===== config.mk =====
export PLATFORM = sky130hd
export DESIGN_NAME = ssx_exec
export DESIGN_NICKNAME = d
export VERILOG_FILES = /design/src/hdl/ssx_pkg.sv /design/src/hdl/ssx_alu.sv /design/src/hdl/ssx_exec.sv
export SDC_FILE = /design/constraint.sdc
export NUM_CORES = 1
export LEC_CHECK = 0
export BUFFER_PORTS_ARGS = -buffer_cell sky130_fd_sc_hd__buf_2
export CAP_MARGIN = 20
export CORE_AREA = 2 2 112 114
export CTS_CLUSTER_SIZE = 14
export DETAILED_ROUTE_END_ITERATION = 7
export DIE_AREA = 0 0 114 116
export PLACE_DENSITY_LB_ADDON = 0.1
export SETUP_SLACK_MARGIN = 0.5
export SYNTH_ARGS = -nofsm -noshare
export SYNTH_HDL_FRONTEND = slang
export SYNTH_SLANG_ARGS = --single-unit
export TNS_END_PERCENT = 5

===== constraint.sdc =====
create_clock -name mclk -period 3.2 [get_ports mclk]
set_clock_uncertainty 0.05 [all_clocks]
set_input_delay 0.16 -clock mclk [delete_from_list [all_inputs] [get_ports mclk]]
set_output_delay 0.16 -clock mclk [all_outputs]
set_load 0.02 [all_outputs]

===== src/hdl/ssx_pkg.sv =====
// Package for the execute unit of the subtract/swap/xor/sleep group.
// Assumes a single core clock domain; shared by all design files.
`default_nettype none
package ssx_pkg;
    localparam int DATA_W = 8;
    localparam int ADDR_W = 7;
    localparam int NIB_W = 4;
    localparam int WDT_W = 8;
    localparam int PRE_W = 8;
    localparam logic [WDT_W-1:0] WDT_CLEAR = 8'h00;
    localparam logic [PRE_W-1:0] PRE_CLEAR = 8'h00;
    localparam logic [DATA_W-1:0] ZERO_BYTE = 8'h00;
    localparam logic [DATA_W-1:0] ACC_RESET = 8'h00;
    localparam logic DEST_ACC = 1'b0;
    localparam logic DEST_REG = 1'b1;
    localparam logic SLEEP_ENTRY_SET_VAL = 1'b0;
    localparam logic WATCHDOG_EXPIRY_SET_VAL = 1'b1;
    // AHB-Lite register map (byte addresses)
    localparam logic [7:0] OFS_CMD = 8'h00;
    localparam logic [7:0] OFS_OPERAND = 8'h04;
    localparam logic [7:0] OFS_ACC = 8'h08;
    localparam logic [7:0] OFS_STATUS = 8'h0c;
    localparam logic [7:0] OFS_RESULT = 8'h10;
    localparam logic [7:0] OFS_WDT = 8'h14;
    localparam logic [1:0] HTRANS_NONSEQ = 2'h2;
    // Status field positions
    localparam int ST_C = 0;
    localparam int ST_HALF_CARRY = 1;
    localparam int ST_Z = 2;
    localparam int ST_SLEEP_ENTRY = 3;
    localparam int ST_WATCHDOG_EXPIRY = 4;
    localparam int ST_SLEEP = 5;
    // Command field positions
    localparam int CMD_OP_LSB = 0;
    localparam int CMD_DEST = 4;
    localparam int CMD_ADDR_LSB = 8;
    typedef enum logic [2:0] {
        OP_NONE = 3'h0,
        OP_LITERAL_MINUS_ACC = 3'h1,
        OP_REG_MINUS_ACC = 3'h2,
        OP_NIBBLE_EXCHANGE = 3'h3,
        OP_LITERAL_XOR = 3'h4,
        OP_REGISTER_XOR = 3'h5,
        OP_SLEEP = 3'h6
    } ssx_op_t;
endpackage
`default_nettype wire


===== src/hdl/ssx_alu.sv =====
// Combinational ALU for subtract, nibble swap and exclusive-OR.
// Assumes operands are stable within the cycle; no state inside.
`default_nettype none
module ssx_alu #(
    parameter int W = ssx_pkg::DATA_W
) (
    // Operation and operands
    input wire ssx_pkg::ssx_op_t op,
    input wire logic [W-1:0] acc,
    input wire logic [W-1:0] lit,
    input wire logic [W-1:0] regVal,
    // Result and flags
    output logic [W-1:0] result,
    output logic carry,
    output logic halfCarry,
    output logic zero
);
    function automatic logic [W:0] sub_full(input logic [W-1:0] a, input logic [W-1:0] b);
        sub_full = {1'b0, a} + {1'b0, ~b} + {{W{1'b0}}, 1'b1};
    endfunction

    function automatic logic half_no_borrow(input logic [W-1:0] a, input logic [W-1:0] b);
        logic [ssx_pkg::NIB_W:0] s;
        s = {1'b0, a[ssx_pkg::NIB_W-1:0]} + {1'b0, ~b[ssx_pkg::NIB_W-1:0]} + 5'h01;
        half_no_borrow = s[ssx_pkg::NIB_W];
    endfunction

    logic [W-1:0] subA;
    logic [W:0] diff;

    always_comb begin
        subA = (op == ssx_pkg::OP_LITERAL_MINUS_ACC) ? lit : regVal;
        diff = sub_full(subA, acc);
        result = ssx_pkg::ZERO_BYTE;
        carry = 1'b0;
        halfCarry = 1'b0;
        unique case (op)
            ssx_pkg::OP_LITERAL_MINUS_ACC, ssx_pkg::OP_REG_MINUS_ACC: begin
                result = diff[W-1:0];
                carry = diff[W];
                halfCarry = half_no_borrow(subA, acc);
            end
            ssx_pkg::OP_NIBBLE_EXCHANGE: begin
                result = {regVal[ssx_pkg::NIB_W-1:0], regVal[W-1:ssx_pkg::NIB_W]};
            end
            ssx_pkg::OP_LITERAL_XOR: result = acc ^ lit;
            ssx_pkg::OP_REGISTER_XOR: result = acc ^ regVal;
            default: result = ssx_pkg::ZERO_BYTE;
        endcase
        zero = (result == ssx_pkg::ZERO_BYTE);
    end
endmodule
`default_nettype wire


===== src/hdl/ssx_exec.sv =====
// Execute stage for subtract, swap, xor and sleep, with AHB-Lite access.
// Assumes one clock (mclk, 40 MHz); register file lives outside the block.
`default_nettype none
// Operation
// - Sleep clears watchdog counter and prescaler
// - Sleep clears sleep flag, sets expiry flag
// - Sleep then halts the oscillator
// - Literal minus accumulator into accumulator, flags
// - Register minus accumulator, seven-bit address, flags
// - Destination bit picks accumulator or register
// - Nibble swap, no flags change
// - Literal xor accumulator, zero flag only
// - Register xor accumulator, routed, zero only
module ssx_exec #(
    parameter int W = ssx_pkg::DATA_W
) (
    // Clock and reset
    input wire logic mclk,
    input wire logic rstn,
    input wire logic clkEn,
    // AHB-Lite slave
    input wire logic hsel,
    input wire logic [31:0] haddr,
    input wire logic [1:0] htrans,
    input wire logic hwrite,
    input wire logic [2:0] hsize,
    input wire logic [31:0] hwdata,
    input wire logic hready,
    output logic [31:0] hrdata,
    output logic hreadyout,
    output logic hresp,
    // Register file port
    output logic [ssx_pkg::ADDR_W-1:0] regAddr,
    input wire logic [W-1:0] regRdata,
    output logic regWe,
    output logic [W-1:0] regWdata,
    // Sleep and watchdog control
    output logic wdtClear,
    output logic oscHalt,
    output logic [ssx_pkg::WDT_W-1:0] wdtCount,
    output logic [ssx_pkg::PRE_W-1:0] wdtPrescale
);
    // Address phase capture
    logic wrPend_q, wrPend_d;
    logic [7:0] addrPh_q, addrPh_d;
    logic [31:0] hrdata_q, hrdata_d;
    logic addrTaken;

    // Architectural state
    logic [W-1:0] acc_q, acc_d, operand_q, operand_d, result_q, result_d;
    logic [ssx_pkg::ADDR_W-1:0] regAddr_q, regAddr_d;
    logic carry_q, carry_d, halfCarry_q, halfCarry_d, zero_q, zero_d;
    logic sleepEntryFlag_q, sleepEntryFlag_d, watchdogExpiryFlag_q, watchdogExpiryFlag_d;
    logic oscHalt_q, oscHalt_d, regWe_q, regWe_d, wdtClear_q, wdtClear_d;
    logic [ssx_pkg::WDT_W-1:0] wdt_q, wdt_d;
    logic [ssx_pkg::PRE_W-1:0] pre_q, pre_d;

    // Command decode
    ssx_pkg::ssx_op_t op;
    logic dest, execGo;
    logic [W-1:0] aluRes;
    logic aluC, aluHc, aluZ;

    assign addrTaken = hsel && hready && (htrans == ssx_pkg::HTRANS_NONSEQ);
    assign execGo = wrPend_q && (addrPh_q == ssx_pkg::OFS_CMD);
    assign op = ssx_pkg::ssx_op_t'(hwdata[ssx_pkg::CMD_OP_LSB +: 3]);
    assign dest = hwdata[ssx_pkg::CMD_DEST];
    assign hreadyout = 1'b1;
    assign hresp = 1'b0;
    assign hrdata = hrdata_q;
    assign regAddr = execGo ? hwdata[ssx_pkg::CMD_ADDR_LSB +: ssx_pkg::ADDR_W] : regAddr_q;
    assign regWe = regWe_q;
    assign regWdata = result_q;
    assign wdtClear = wdtClear_q;
    assign oscHalt = oscHalt_q;
    assign wdtCount = wdt_q;
    assign wdtPrescale = pre_q;

    ssx_alu #(.W(W)) uAlu (
        .op(op),
        .acc(acc_q),
        .lit(operand_q),
        .regVal(regRdata),
        .result(aluRes),
        .carry(aluC),
        .halfCarry(aluHc),
        .zero(aluZ)
    );

    always_comb begin
        wrPend_d = addrTaken && hwrite;
        addrPh_d = addrTaken ? haddr[7:0] : addrPh_q;
        // Loaded in the address phase from next state, so it stands in the data phase
        hrdata_d = hrdata_q;
        if (addrTaken && !hwrite) begin
            unique case (haddr[7:0])
                ssx_pkg::OFS_OPERAND: hrdata_d = {24'h0, operand_d};
                ssx_pkg::OFS_ACC: hrdata_d = {24'h0, acc_d};
                ssx_pkg::OFS_STATUS: hrdata_d = {26'h0, oscHalt_d, watchdogExpiryFlag_d,
                    sleepEntryFlag_d, zero_d, halfCarry_d, carry_d};
                ssx_pkg::OFS_RESULT: hrdata_d = {24'h0, result_d};
                ssx_pkg::OFS_WDT: hrdata_d = {16'h0, pre_d, wdt_d};
                default: hrdata_d = 32'h0;
            endcase
        end
    end

    always_comb begin
        acc_d = acc_q;
        operand_d = operand_q;
        result_d = result_q;
        regAddr_d = regAddr_q;
        carry_d = carry_q;
        halfCarry_d = halfCarry_q;
        zero_d = zero_q;
        sleepEntryFlag_d = sleepEntryFlag_q;
        watchdogExpiryFlag_d = watchdogExpiryFlag_q;
        oscHalt_d = oscHalt_q;
        regWe_d = 1'b0;
        wdtClear_d = 1'b0;
        wdt_d = oscHalt_q ? wdt_q : wdt_q + 8'h01;
        pre_d = oscHalt_q ? pre_q : pre_q + 8'h01;
        if (wrPend_q && addrPh_q == ssx_pkg::OFS_OPERAND) operand_d = hwdata[W-1:0];
        if (wrPend_q && addrPh_q == ssx_pkg::OFS_ACC) acc_d = hwdata[W-1:0];
        if (wrPend_q && addrPh_q == ssx_pkg::OFS_STATUS) oscHalt_d = hwdata[ssx_pkg::ST_SLEEP];
        if (execGo && !oscHalt_q) begin
            regAddr_d = hwdata[ssx_pkg::CMD_ADDR_LSB +: ssx_pkg::ADDR_W];
            unique case (op)
                ssx_pkg::OP_LITERAL_MINUS_ACC, ssx_pkg::OP_REG_MINUS_ACC: begin
                    carry_d = aluC;
                    halfCarry_d = aluHc;
                    zero_d = aluZ;
                end
                ssx_pkg::OP_LITERAL_XOR, ssx_pkg::OP_REGISTER_XOR: zero_d = aluZ;
                default: zero_d = zero_q;
            endcase
            unique case (op)
                ssx_pkg::OP_LITERAL_MINUS_ACC, ssx_pkg::OP_LITERAL_XOR: begin
                    acc_d = aluRes;
                    result_d = aluRes;
                end
                ssx_pkg::OP_REG_MINUS_ACC, ssx_pkg::OP_NIBBLE_EXCHANGE, ssx_pkg::OP_REGISTER_XOR: begin
                    result_d = aluRes;
                    if (dest == ssx_pkg::DEST_ACC) acc_d = aluRes;
                    else regWe_d = 1'b1;
                end
                ssx_pkg::OP_SLEEP: begin
                    wdt_d = ssx_pkg::WDT_CLEAR;
                    pre_d = ssx_pkg::PRE_CLEAR;
                    wdtClear_d = 1'b1;
                    sleepEntryFlag_d = ssx_pkg::SLEEP_ENTRY_SET_VAL;
                    watchdogExpiryFlag_d = ssx_pkg::WATCHDOG_EXPIRY_SET_VAL;
                    oscHalt_d = 1'b1;
                end
                default: result_d = result_q;
            endcase
        end
    end

    always_ff @(posedge mclk or negedge rstn) begin
        if (!rstn) begin
            wrPend_q <= 1'b0;
            addrPh_q <= 8'h00;
            hrdata_q <= 32'h0;
            acc_q <= ssx_pkg::ACC_RESET;
            operand_q <= ssx_pkg::ZERO_BYTE;
            result_q <= ssx_pkg::ZERO_BYTE;
            regAddr_q <= 7'h00;
            carry_q <= 1'b0;
            halfCarry_q <= 1'b0;
            zero_q <= 1'b0;
            sleepEntryFlag_q <= 1'b1;
            watchdogExpiryFlag_q <= 1'b1;
            oscHalt_q <= 1'b0;
            regWe_q <= 1'b0;
            wdtClear_q <= 1'b0;
            wdt_q <= ssx_pkg::WDT_CLEAR;
            pre_q <= ssx_pkg::PRE_CLEAR;
        end else if (clkEn) begin
            wrPend_q <= wrPend_d;
            addrPh_q <= addrPh_d;
            hrdata_q <= hrdata_d;
            acc_q <= acc_d;
            operand_q <= operand_d;
            result_q <= result_d;
            regAddr_q <= regAddr_d;
            carry_q <= carry_d;
            halfCarry_q <= halfCarry_d;
            zero_q <= zero_d;
            sleepEntryFlag_q <= sleepEntryFlag_d;
            watchdogExpiryFlag_q <= watchdogExpiryFlag_d;
            oscHalt_q <= oscHalt_d;
            regWe_q <= regWe_d;
            wdtClear_q <= wdtClear_d;
            wdt_q <= wdt_d;
            pre_q <= pre_d;
        end
    end

    // Checks
    logic sleepGo, subGo, xorGo, swapGo;
    assign sleepGo = clkEn && execGo && !oscHalt_q && op == ssx_pkg::OP_SLEEP;
    assign subGo = clkEn && execGo && !oscHalt_q &&
        (op == ssx_pkg::OP_LITERAL_MINUS_ACC || op == ssx_pkg::OP_REG_MINUS_ACC);
    assign xorGo = clkEn && execGo && !oscHalt_q &&
        (op == ssx_pkg::OP_LITERAL_XOR || op == ssx_pkg::OP_REGISTER_XOR);
    assign swapGo = clkEn && execGo && !oscHalt_q && op == ssx_pkg::OP_NIBBLE_EXCHANGE;
endmodule
`default_nettype wire


# Word level (Yosys, flattened, before mapping)
# Index checks and enable logic that the tools add are counted.
totals:
  register_bits: 96
  output_inout_bits: 68
  wordCells: 98
op_classes:
  addsub: 6
  n_eq_ne: 15
  n_mux: 35
  bitwise: 4
  reduce_logical: 21
op_table:
  columns: ["operator", "n"]
  rows:
  - ["two-way mux 8 bit", 13]
  - ["one-hot mux 16 bit (5 select lines)", 1]
  - ["equality test 8 x 4 -> 1 bit (second input constant)", 4]
  - ["one-hot mux 8 bit (4 select lines)", 1]
  - ["two-way mux 1 bit", 18]
  - ["adder 8 x 1 -> 8 bit (second input constant)", 2]
  - ["equality test 8 x 3 -> 1 bit (second input constant)", 2]
  - ["equality test 8 x 5 -> 1 bit (second input constant)", 2]
  - ["logical NOT 8 bit", 2]
  - ["one-hot mux 8 bit (2 select lines)", 1]
  - ["bitwise XOR 8 bit", 2]
  - ["adder 8 x 8 -> 9 bit", 1]
  - ["adder 9 x 1 -> 9 bit (second input constant)", 1]
  - ["equality test 3 bit (second input constant)", 3]
  - ["logical AND 1 bit", 9]
  - ["NOT 8 bit", 1]
  - ["two-way mux 7 bit", 1]
  - ["equality test 3 x 2 -> 1 bit (second input constant)", 2]
  - ["AND reduction 2 bit", 3]
  - ["adder 4 x 4 -> 5 bit", 1]
  - ["adder 5 x 1 -> 5 bit (second input constant)", 1]
  - ["OR reduction 5 bit", 1]
  - ["NOT 4 bit", 1]
  - ["OR reduction 2 bit", 2]
  - ["other kinds (5)", 6]

# Depth between registers and ports, before layout
# Gate-level depths: netlist of run 1.
depth:
  ltp_word: 9
  ltp_mapped: 16
  ltp_nobuf: 13

# Hierarchy
# A second synthesis of run 1 with hierarchy kept.
hier_totals:
  hier_cells: 561
  area_unflattened_um2: 5441.5
modules_own_cells:
  columns: ["module", "n_inst", "cells_per_inst", "area_per_inst_um2"]
  rows:
  - ["ssx_exec", 1, 438, 4518.1]
  - ["ssx_alu", 1, 123, 923.4]

# Worst setup path after synthesis of run 1
# Ideal clock, no wire load.
synth_path:
  kind: "input to register"
  start: "input hwdata[0]"
  end: "register hrdata_q[4] (netlist: hrdata[4])"
  setup_ns: 0.134
  arrival_ns: 3.862
  required_time_ns: 3.016
  path_slack_ns: -0.846
  path_stages: 16
  n_path_buf: 4
  cell_sequence: "clkbuf_1 -> buf_1 -> clkbuf_1 -> and3_1 -> clkbuf_1 -> mux2i_1 -> ha_1 -> inv_1 -> fa_1 -> a211o_1 -> a21o_1 -> a221o_1 -> mux2_2 -> nor2b_1 -> o21ai_0 -> o211ai_1"
synth_between:
  elab_chain_len: 9
synth_lines:
  columns: ["item", "line_no", "text"]
  rows:
  - ["start: declaration", "ssx_exec.sv:27", "input wire logic [31:0] hwdata,"]
  - ["equality test 3 x 1 -> 1 bit", "ssx_alu.sv:32, ssx_alu.sv:37, ssx_exec.sv:137", null]
  - ["two-way mux 8 bit", "ssx_alu.sv:32", "subA = (op == ssx_pkg::OP_LITERAL_MINUS_ACC) ? lit : regVal;"]
  - ["adder 8 x 8 -> 9 bit", "ssx_alu.sv:19", "sub_full = {1'b0, a} + {1'b0, ~b} + {{W{1'b0}}, 1'b1};"]
  - ["adder 9 x 1 -> 9 bit", "ssx_alu.sv:19", null]
  - ["one-hot mux 8 bit (4 select lines)", "ssx_alu.sv:37", "unique case (op)"]
  - ["two-way mux 8 bit", "ssx_exec.sv:144", "if (dest == ssx_pkg::DEST_ACC) acc_d = aluRes;"]
  - ["one-hot mux 8 bit (2 select lines)", "ssx_exec.sv:137", "unique case (op)"]
  - ["two-way mux 8 bit", "ssx_exec.sv:126", "if (execGo && !oscHalt_q) begin"]
  - ["one-hot mux 16 bit (5 select lines) (*)", "ssx_exec.sv:96", "unique case (haddr[7:0])"]
  - ["end signal: assignment", "ssx_exec.sv:182", "hrdata_q <= hrdata_d;"]
  - ["end: declaration", "ssx_exec.sv:46", "logic [31:0] hrdata_q, hrdata_d;"]
# Mark *: on every way between the ends. The rest lies on a longest branch, timed or not.
# A chain may end at the register's enable or synchronous reset.

# Final worst setup path of run 1
layout_path:
  start: "register addrPh_q[5]"
  end: "register hrdata_q[2] (netlist: hrdata[2])"
layout_between:
  elab_chain_len: 7
layout_lines:
  columns: ["item", "line_no", "text"]
  rows:
  - ["start: declaration", "ssx_exec.sv:45", "logic [7:0] addrPh_q, addrPh_d;"]
  - ["start signal: assignment", "ssx_exec.sv:181", "addrPh_q <= addrPh_d;"]
  - ["equality test 8 x 4 -> 1 bit", "ssx_exec.sv:124", "if (wrPend_q && addrPh_q == ssx_pkg::OFS_ACC) acc_d = hwdata[W-1:0];"]
  - ["logical AND 1 bit", "ssx_exec.sv:124", null]
  - ["two-way mux 8 bit", "ssx_exec.sv:124", null]
  - ["two-way mux 8 bit", "ssx_exec.sv:144", null]
  - ["one-hot mux 8 bit (2 select lines)", "ssx_exec.sv:137", null]
  - ["two-way mux 8 bit", "ssx_exec.sv:126", null]
  - ["one-hot mux 16 bit (5 select lines) (*)", "ssx_exec.sv:96", null]
# Marked as above.

==> metrics.cfg, run 1 <==
[final_layout]
syn_to_final_growth_pct = 19.6
nNetsFinal = 769
stdcell_count = 825
drive_gt1_share_pct = 29.8
final_util_pct = 52.9
seq_area_sq_um = 2000
n_fill_cell = 1155
num_antenna_cells = 0
multiInputGateArea_sq_um = 3040

[drt]
drtIter0Drc = 266
routedWlPerCell_um = 18.5
drc_errors = 0
wl_um = 15300
via_per_inst = 5.72
ant_nets = 0
vias = 4719
firstDrtPassIters = 5

[setup_path]
crit_required_ns = 3.36
r2r_slack_ns = 0.35
startpoint_type = flip-flop
arrival_ns = 3.02
cpMaxStageDelayCell = or4_4
rr_worst_depth = 7
cpPeakStageDelay_ns = 0.59
reg2reg_to = hrdata[2]
critical_path.max_fanout = 8
endpoint_kind = flip-flop
crit_type = reg2reg
worstReg2RegStart = addrPh_q[5]
path_common_cell = or4_4
cp_cell_sequence = or4_4 -> or4_4 -> nor2_4 -> o32ai_1 -> or4b_4 -> a221oi_2 -> a21oi_1

[floorplanning]
chipHeight_um = 116
core_sq_um = 11900
dieArea_sq_um = 13200
dieWidth_um = 114
pin_count = 151
rows = 40
initial_utilization_pct = 44.3

[grt]
grt_pass1_vias = 4661
grt_max_degree = 81
grt_overflow = 0
grt_usage_pct = 24.0
antenna_found_initial = 0
grt_pass1_wl_um = 24800

[sta]
finalMaxSlewViolations = 0
rsz0062_at_grt = yes
fin_crit_sh_pct = 89.2
setup-violations-final = 0
slew_headroom_pct = 58.7
period_needed_ns = 2.85
hold_violations = 0
finalHoldWorstSlack_ns = 0.0188
fmax_ghz = 0.350
worstMarginPinSlew_ns = 0.617
finalSetupTns_ns = 0

[clock_network]
cts_root_buffer = clkbuf_16
cts_buffers = 9
cts.clk_slew.worst_paths_ns = 0.06
tritoncts = done
clock_latency_ns = 0.34
clock-sinks = 80
h-tree-depth = 3
clockBufferDepth = 2

[placed_design]
place_inst = 806
portBuffers = 88
gp_congestion = 0.922
hpwl_um = 11200

[power_and_ir_drop]
power_mw = 3.14
p_per_area_nw_per_um2 = 499
p_leak_nw = 2.94
peakVddDrop_mv = 0.323

[yosys]
synth_flop_cell = dfrtp_1
netlist_top_cells_area = dfrtp_1 (37%), mux2_2 (9.8%), o21ai_0 (5.4%)
netlist.area_leader.share_pct = 37.0
yosysWarnings = 0
ys_async_sr_fraction_pct = 100
syn_inst = 567
synth_common_cells = dfrtp_1 (78), nand2_1 (57), o21ai_0 (57)
synth_area_sq_um = 5270
synth_area_leader_cell = dfrtp_1
syn_area_per_cell_sq_um = 9.30
post-synth-top-count-cell = dfrtp_1
yosysSeqAreaShare_pct = 38.0
synth_edf_count = 0
ys_ff_latch = 80
ys_types = 67

[min_path]
worstHoldEndpoint = regAddr_q[6]
worst_hold_startpoint = hwdata[14]
whs_path_depth = 2
min_path_type = in2reg

[job]
cap_violations = 0

[run_status]
status = completed

critical path, delay by kind of cell (launching register included):
kind             cells  cell delay [ns]
AND/OR/NAND/NOR      4             1.91
AO/OA/AOI/OAI        3             0.40
flip-flops           1             0.37
what timing repair did:
action                                  in CTS  in global routing
hold buffers                                 0                  1
cloned                                       0                  0
endpoints found under the setup margin      12                 26
endpoints found under the hold margin        0                 21
setup buffers                                2                  0
resized for setup                            3                  0
pin swaps                                    5                  2
cell type report:
class	count	area share [%]
Tap cell	147	2.92
Multi-Input combinational cell	443	48.2
Timing Repair Buffer	122	11.4
Clock inverter	4	0.714
Sequential cell	80	31.8
Inverter	18	1.07
Clock buffer	11	3.85
where the power goes:
part | total (mW) | switching, mW | internal, mW
logic | 0.848 | 0.483 | 0.365
clock network | 1.03 | 0.409 | 0.618
registers | 1.27 | 0.144 | 1.13
metal layers:
| metal | wire, um | global-route usage [%] | vias to the layer above |
|---|---|---|---|
| met2 | 7160 | 38.8 | 172 |
| li1 | - | - | 2235 |
| met3 | 815 | 3.29 | 21 |
| met4 | 279 | 8.62 | 0 |
| met5 | 0 | 0 | - |
| met1 | 7010 | 33.3 | 2291 |
through the flow:
step           worst slack [ns]  area (sq um)
6_report                  0.346          6300
2_1_floorplan            0.0115          5380
5_1_grt                   0.183          6300
3_5_place_dp            -0.0573          5960
3_3_place_gp             0.0203          5960
4_1_cts                   0.353          6270
cells by family after synthesis:
family	after synthesis	synth area share, %
mux	71	14.6
buf+inv	60	5.74
xor+xnor	24	3.99
simple gates	171	16.7
fa+ha+maj	12	2.99
flops	80	38.0
compound gates	147	17.8
other cells	2	0.142
state kept, by name, summed over array words and instances, names as in the netlist:
register	flops
sleepEntryFlag_q	1
addrPh_q	8
wdtPrescale	8
watchdogExpiryFlag_q	1
hrdata	16
wdtCount	8
carry_q	1
halfCarry_q	1
oscHalt	1
zero_q	1
regWdata	8
wrPend_q	1
operand_q	8
acc_q	8
regWe	1
regAddr_q	7
wdtClear	1
worst max path at each step:
stage | start | to | cells past startpoint
floorplan | hwdata[0] | hrdata[4] | 16
global placement | hwdata[2] | hrdata[5] | 15
detailed placement | hwdata[2] | zero_q | 13
CTS | operand_q[0] | hrdata[4] | 11
global route | operand_q[0] | hrdata[4] | 11
finish | addrPh_q[5] | hrdata[2] | 7
placed cells by master (no fill, tap or decap), types with 19 or more instances in the layout:
cell type  count
nand2_1       57
nor2_1        36
xnor2_1       19
o21ai_0       55
buf_4         33
dfrtp_1       78
a21oi_1       22
mux2i_1       24
buf_2         87
mux2_2        46
No activity file was read; power rests on OpenSTA's default activity.
==> inputs of run 2 (changes only) <==
--- a/config.mk
+++ b/config.mk
@@ -11,6 +11,7 @@
 export CTS_CLUSTER_SIZE = 14
 export DETAILED_ROUTE_END_ITERATION = 7
 export DIE_AREA = 0 0 114 116
+export GPL_TIMING_DRIVEN = 0
 export PLACE_DENSITY_LB_ADDON = 0.1
 export SETUP_SLACK_MARGIN = 0.5
 export SYNTH_ARGS = -nofsm -noshare
==> metrics.cfg, run 2 (synthesis results as in run 1) <==
[setup_path]
crit_required_ns = 3.37  ; about the same
critical_path.max_fanout = 9  ; +1
arrival_ns = 3.12  ; +0.10 ns
cpMaxStageDelayCell = or4b_1
cp_cell_sequence = or4b_1 -> or3_1 -> buf_2 -> mux2i_1 -> o32ai_1 -> or4b_4 -> a221oi_2 -> a21oi_1
cpPeakStageDelay_ns = 0.68  ; +0.09 ns
endpoint_kind = flip-flop
crit_type = reg2reg
startpoint_type = flip-flop

[placed_design]
portBuffers = 86  ; -2.3%
place_area_sq_um = 6050  ; +1.5%
place_inst = 819  ; +1.6%
gp_congestion = 0.953  ; +3.3%
hpwl_um = 11800  ; +5.5%
pre_cts_ws_ns = -0.629  ; -0.571 ns

[grt]
grt_max_degree = 52  ; -36%
antenna_found_initial = 0  ; unchanged
grt_usage_pct = 25.0  ; +0.94 points
grt_pass1_wl_um = 25500  ; +2.9%
grt_pass1_vias = 4747  ; +1.8%
grt_overflow = 0  ; unchanged

[final_layout]
syn_to_final_growth_pct = 26.1
final_common_cell = buf_2
design_area_sq_um = 6650  ; +5.5%
layout_common_cells = buf_2 (88), dfrtp_1 (78), nand2_1 (57), o21ai_0 (54), mux2_2 (45)
largest_reg_flops = 16  ; unchanged
nNetsFinal = 795  ; +3.4%
final_util_pct = 55.8  ; +2.9 points
drive_gt1_share_pct = 32.4  ; +2.6 points
stdcell_count = 851  ; +3.2%
n_fill_cell = 1108  ; -4.1%
num_antenna_cells = 0  ; unchanged

[drt]
via_per_inst = 5.78  ; +1.1%
drtIter0Drc = 386  ; +45%
vias = 4920  ; +4.3%
wl_um = 16200  ; +5.9%
drc_errors = 0  ; unchanged
firstDrtPassIters = 5  ; unchanged
ant_nets = 0  ; unchanged
routedWlPerCell_um = 19.0  ; +2.7%

[sta]
worst_slack_ns = 0.249  ; -0.0969 ns
hold_violations = 0  ; unchanged
finalMaxSlewViolations = 0  ; unchanged
worstMarginPinSlew_ns = 0.799  ; +0.182 ns
period_needed_ns = 2.95  ; +0.0969 ns
fin_crit_sh_pct = 92.2  ; +3.0 points
fmax_ghz = 0.339  ; -3.3%
setup-violations-final = 0  ; unchanged
rsz0062_at_grt = yes
slew_headroom_pct = 46.3  ; -12 points
finalSetupTns_ns = 0  ; unchanged
finalHoldWorstSlack_ns = 0.0149  ; -0.00381 ns

[clock_network]
clock-sinks = 80  ; unchanged
tritoncts = done
cts_buffers = 9  ; unchanged
clockBufferDepth = 2  ; unchanged
cts.clk_slew.worst_paths_ns = 0.06  ; about the same
clock_latency_ns = 0.34  ; about the same
cts_root_buffer = clkbuf_16
h-tree-depth = 3  ; unchanged

[run_status]
status = completed

[floorplanning]
chipHeight_um = 116  ; unchanged
dieArea_sq_um = 13200  ; unchanged
pin_count = 151  ; unchanged
core_sq_um = 11900  ; unchanged
dieWidth_um = 114  ; unchanged
rows = 40  ; unchanged
initial_utilization_pct = 44.3  ; unchanged

[power_and_ir_drop]
power_mw = 3.21  ; +2.2%
peakVddDrop_mv = 0.342  ; +5.9%
p_leak_nw = 3.08  ; +4.8%
p_per_area_nw_per_um2 = 484  ; -3.1%

[min_path]
min_path_type = in2reg

[job]
cap_violations = 0  ; unchanged

-- run 2: changes by cell type in the layout (fill, tap and decap cells not counted), sizes merged --
cell           previous run  this run
clkdlybuf4s18             0         1
clkinvlp                  0         2
inv                      18        19
clkinv                    3         0
buf                     121       130
clkbuf                   11        27
-- run 2: worst max-delay path: cells and delay by family (launching register included) --
kind | cells | cell delay (ns)
muxes | 1 | 0.23
and+or+nand+nor | 3 | 1.57
DFF | 1 | 0.39
AOI/OAI and AO/OA | 3 | 0.39
buffers and inverters | 1 | 0.21
-- run 2: routing by layer --
layer / GRT usage [%] / up-vias / share of wire, %
li1: - / 2291 / -
met1: 33.8 / 2412 / 44
met2: 41.0 / 186 / 47
met3: 4.13 / 31 / 6.4
met4: 8.46 / 0 / 2.5
met5: 0 / - / 0
-- run 2: what timing repair did --
item | in CTS | in global routing
buffers inserted | 11 | 5
pin swaps | 10 | 14
hold buffers | 1 | 0
cloned | 0 | 0
endpoints found under the hold margin | 29 | 0
setup endpoints to repair | 54 | 43
resized for setup | 29 | 11
-- run 2: final timing paths --
path	slack [ns]	to	cells after the start	from
setup / recovery	0.25	hrdata[2]	8	addrPh_q[2]
hold / removal	0.01	regAddr_q[0]	2	hwdata[8]
setup reg to reg	0.25	hrdata[2]	8	addrPh_q[2]
hold reg to reg	0.42	sleepEntryFlag_q	1	sleepEntryFlag_q
max in group asynchronous	2.19	watchdogExpiryFlag_q	3	rstn
min in group asynchronous	0.25	regAddr_q[0]	2	rstn
-- run 2: area by class of cell --
class | instances | area (sq um) | area share [%]
flip-flops and latches | 80 | 2000 | 30.1
repair buffers | 106 | 621 | 9.33
plain buffers | 42 | 352 | 5.29
clock inverters | 4 | 53.8 | 0.809
multi-input cells | 443 | 3120 | 46.9
clock buffers | 11 | 243 | 3.65
well taps | 147 | 184 | 2.77
inverters | 18 | 75.1 | 1.13
-- run 2: report_power, final --
part	internal, mW	total (mW)	switching (mW)
logic	0.390	0.890	0.500
clock network	0.624	1.04	0.417
registers	1.13	1.28	0.157
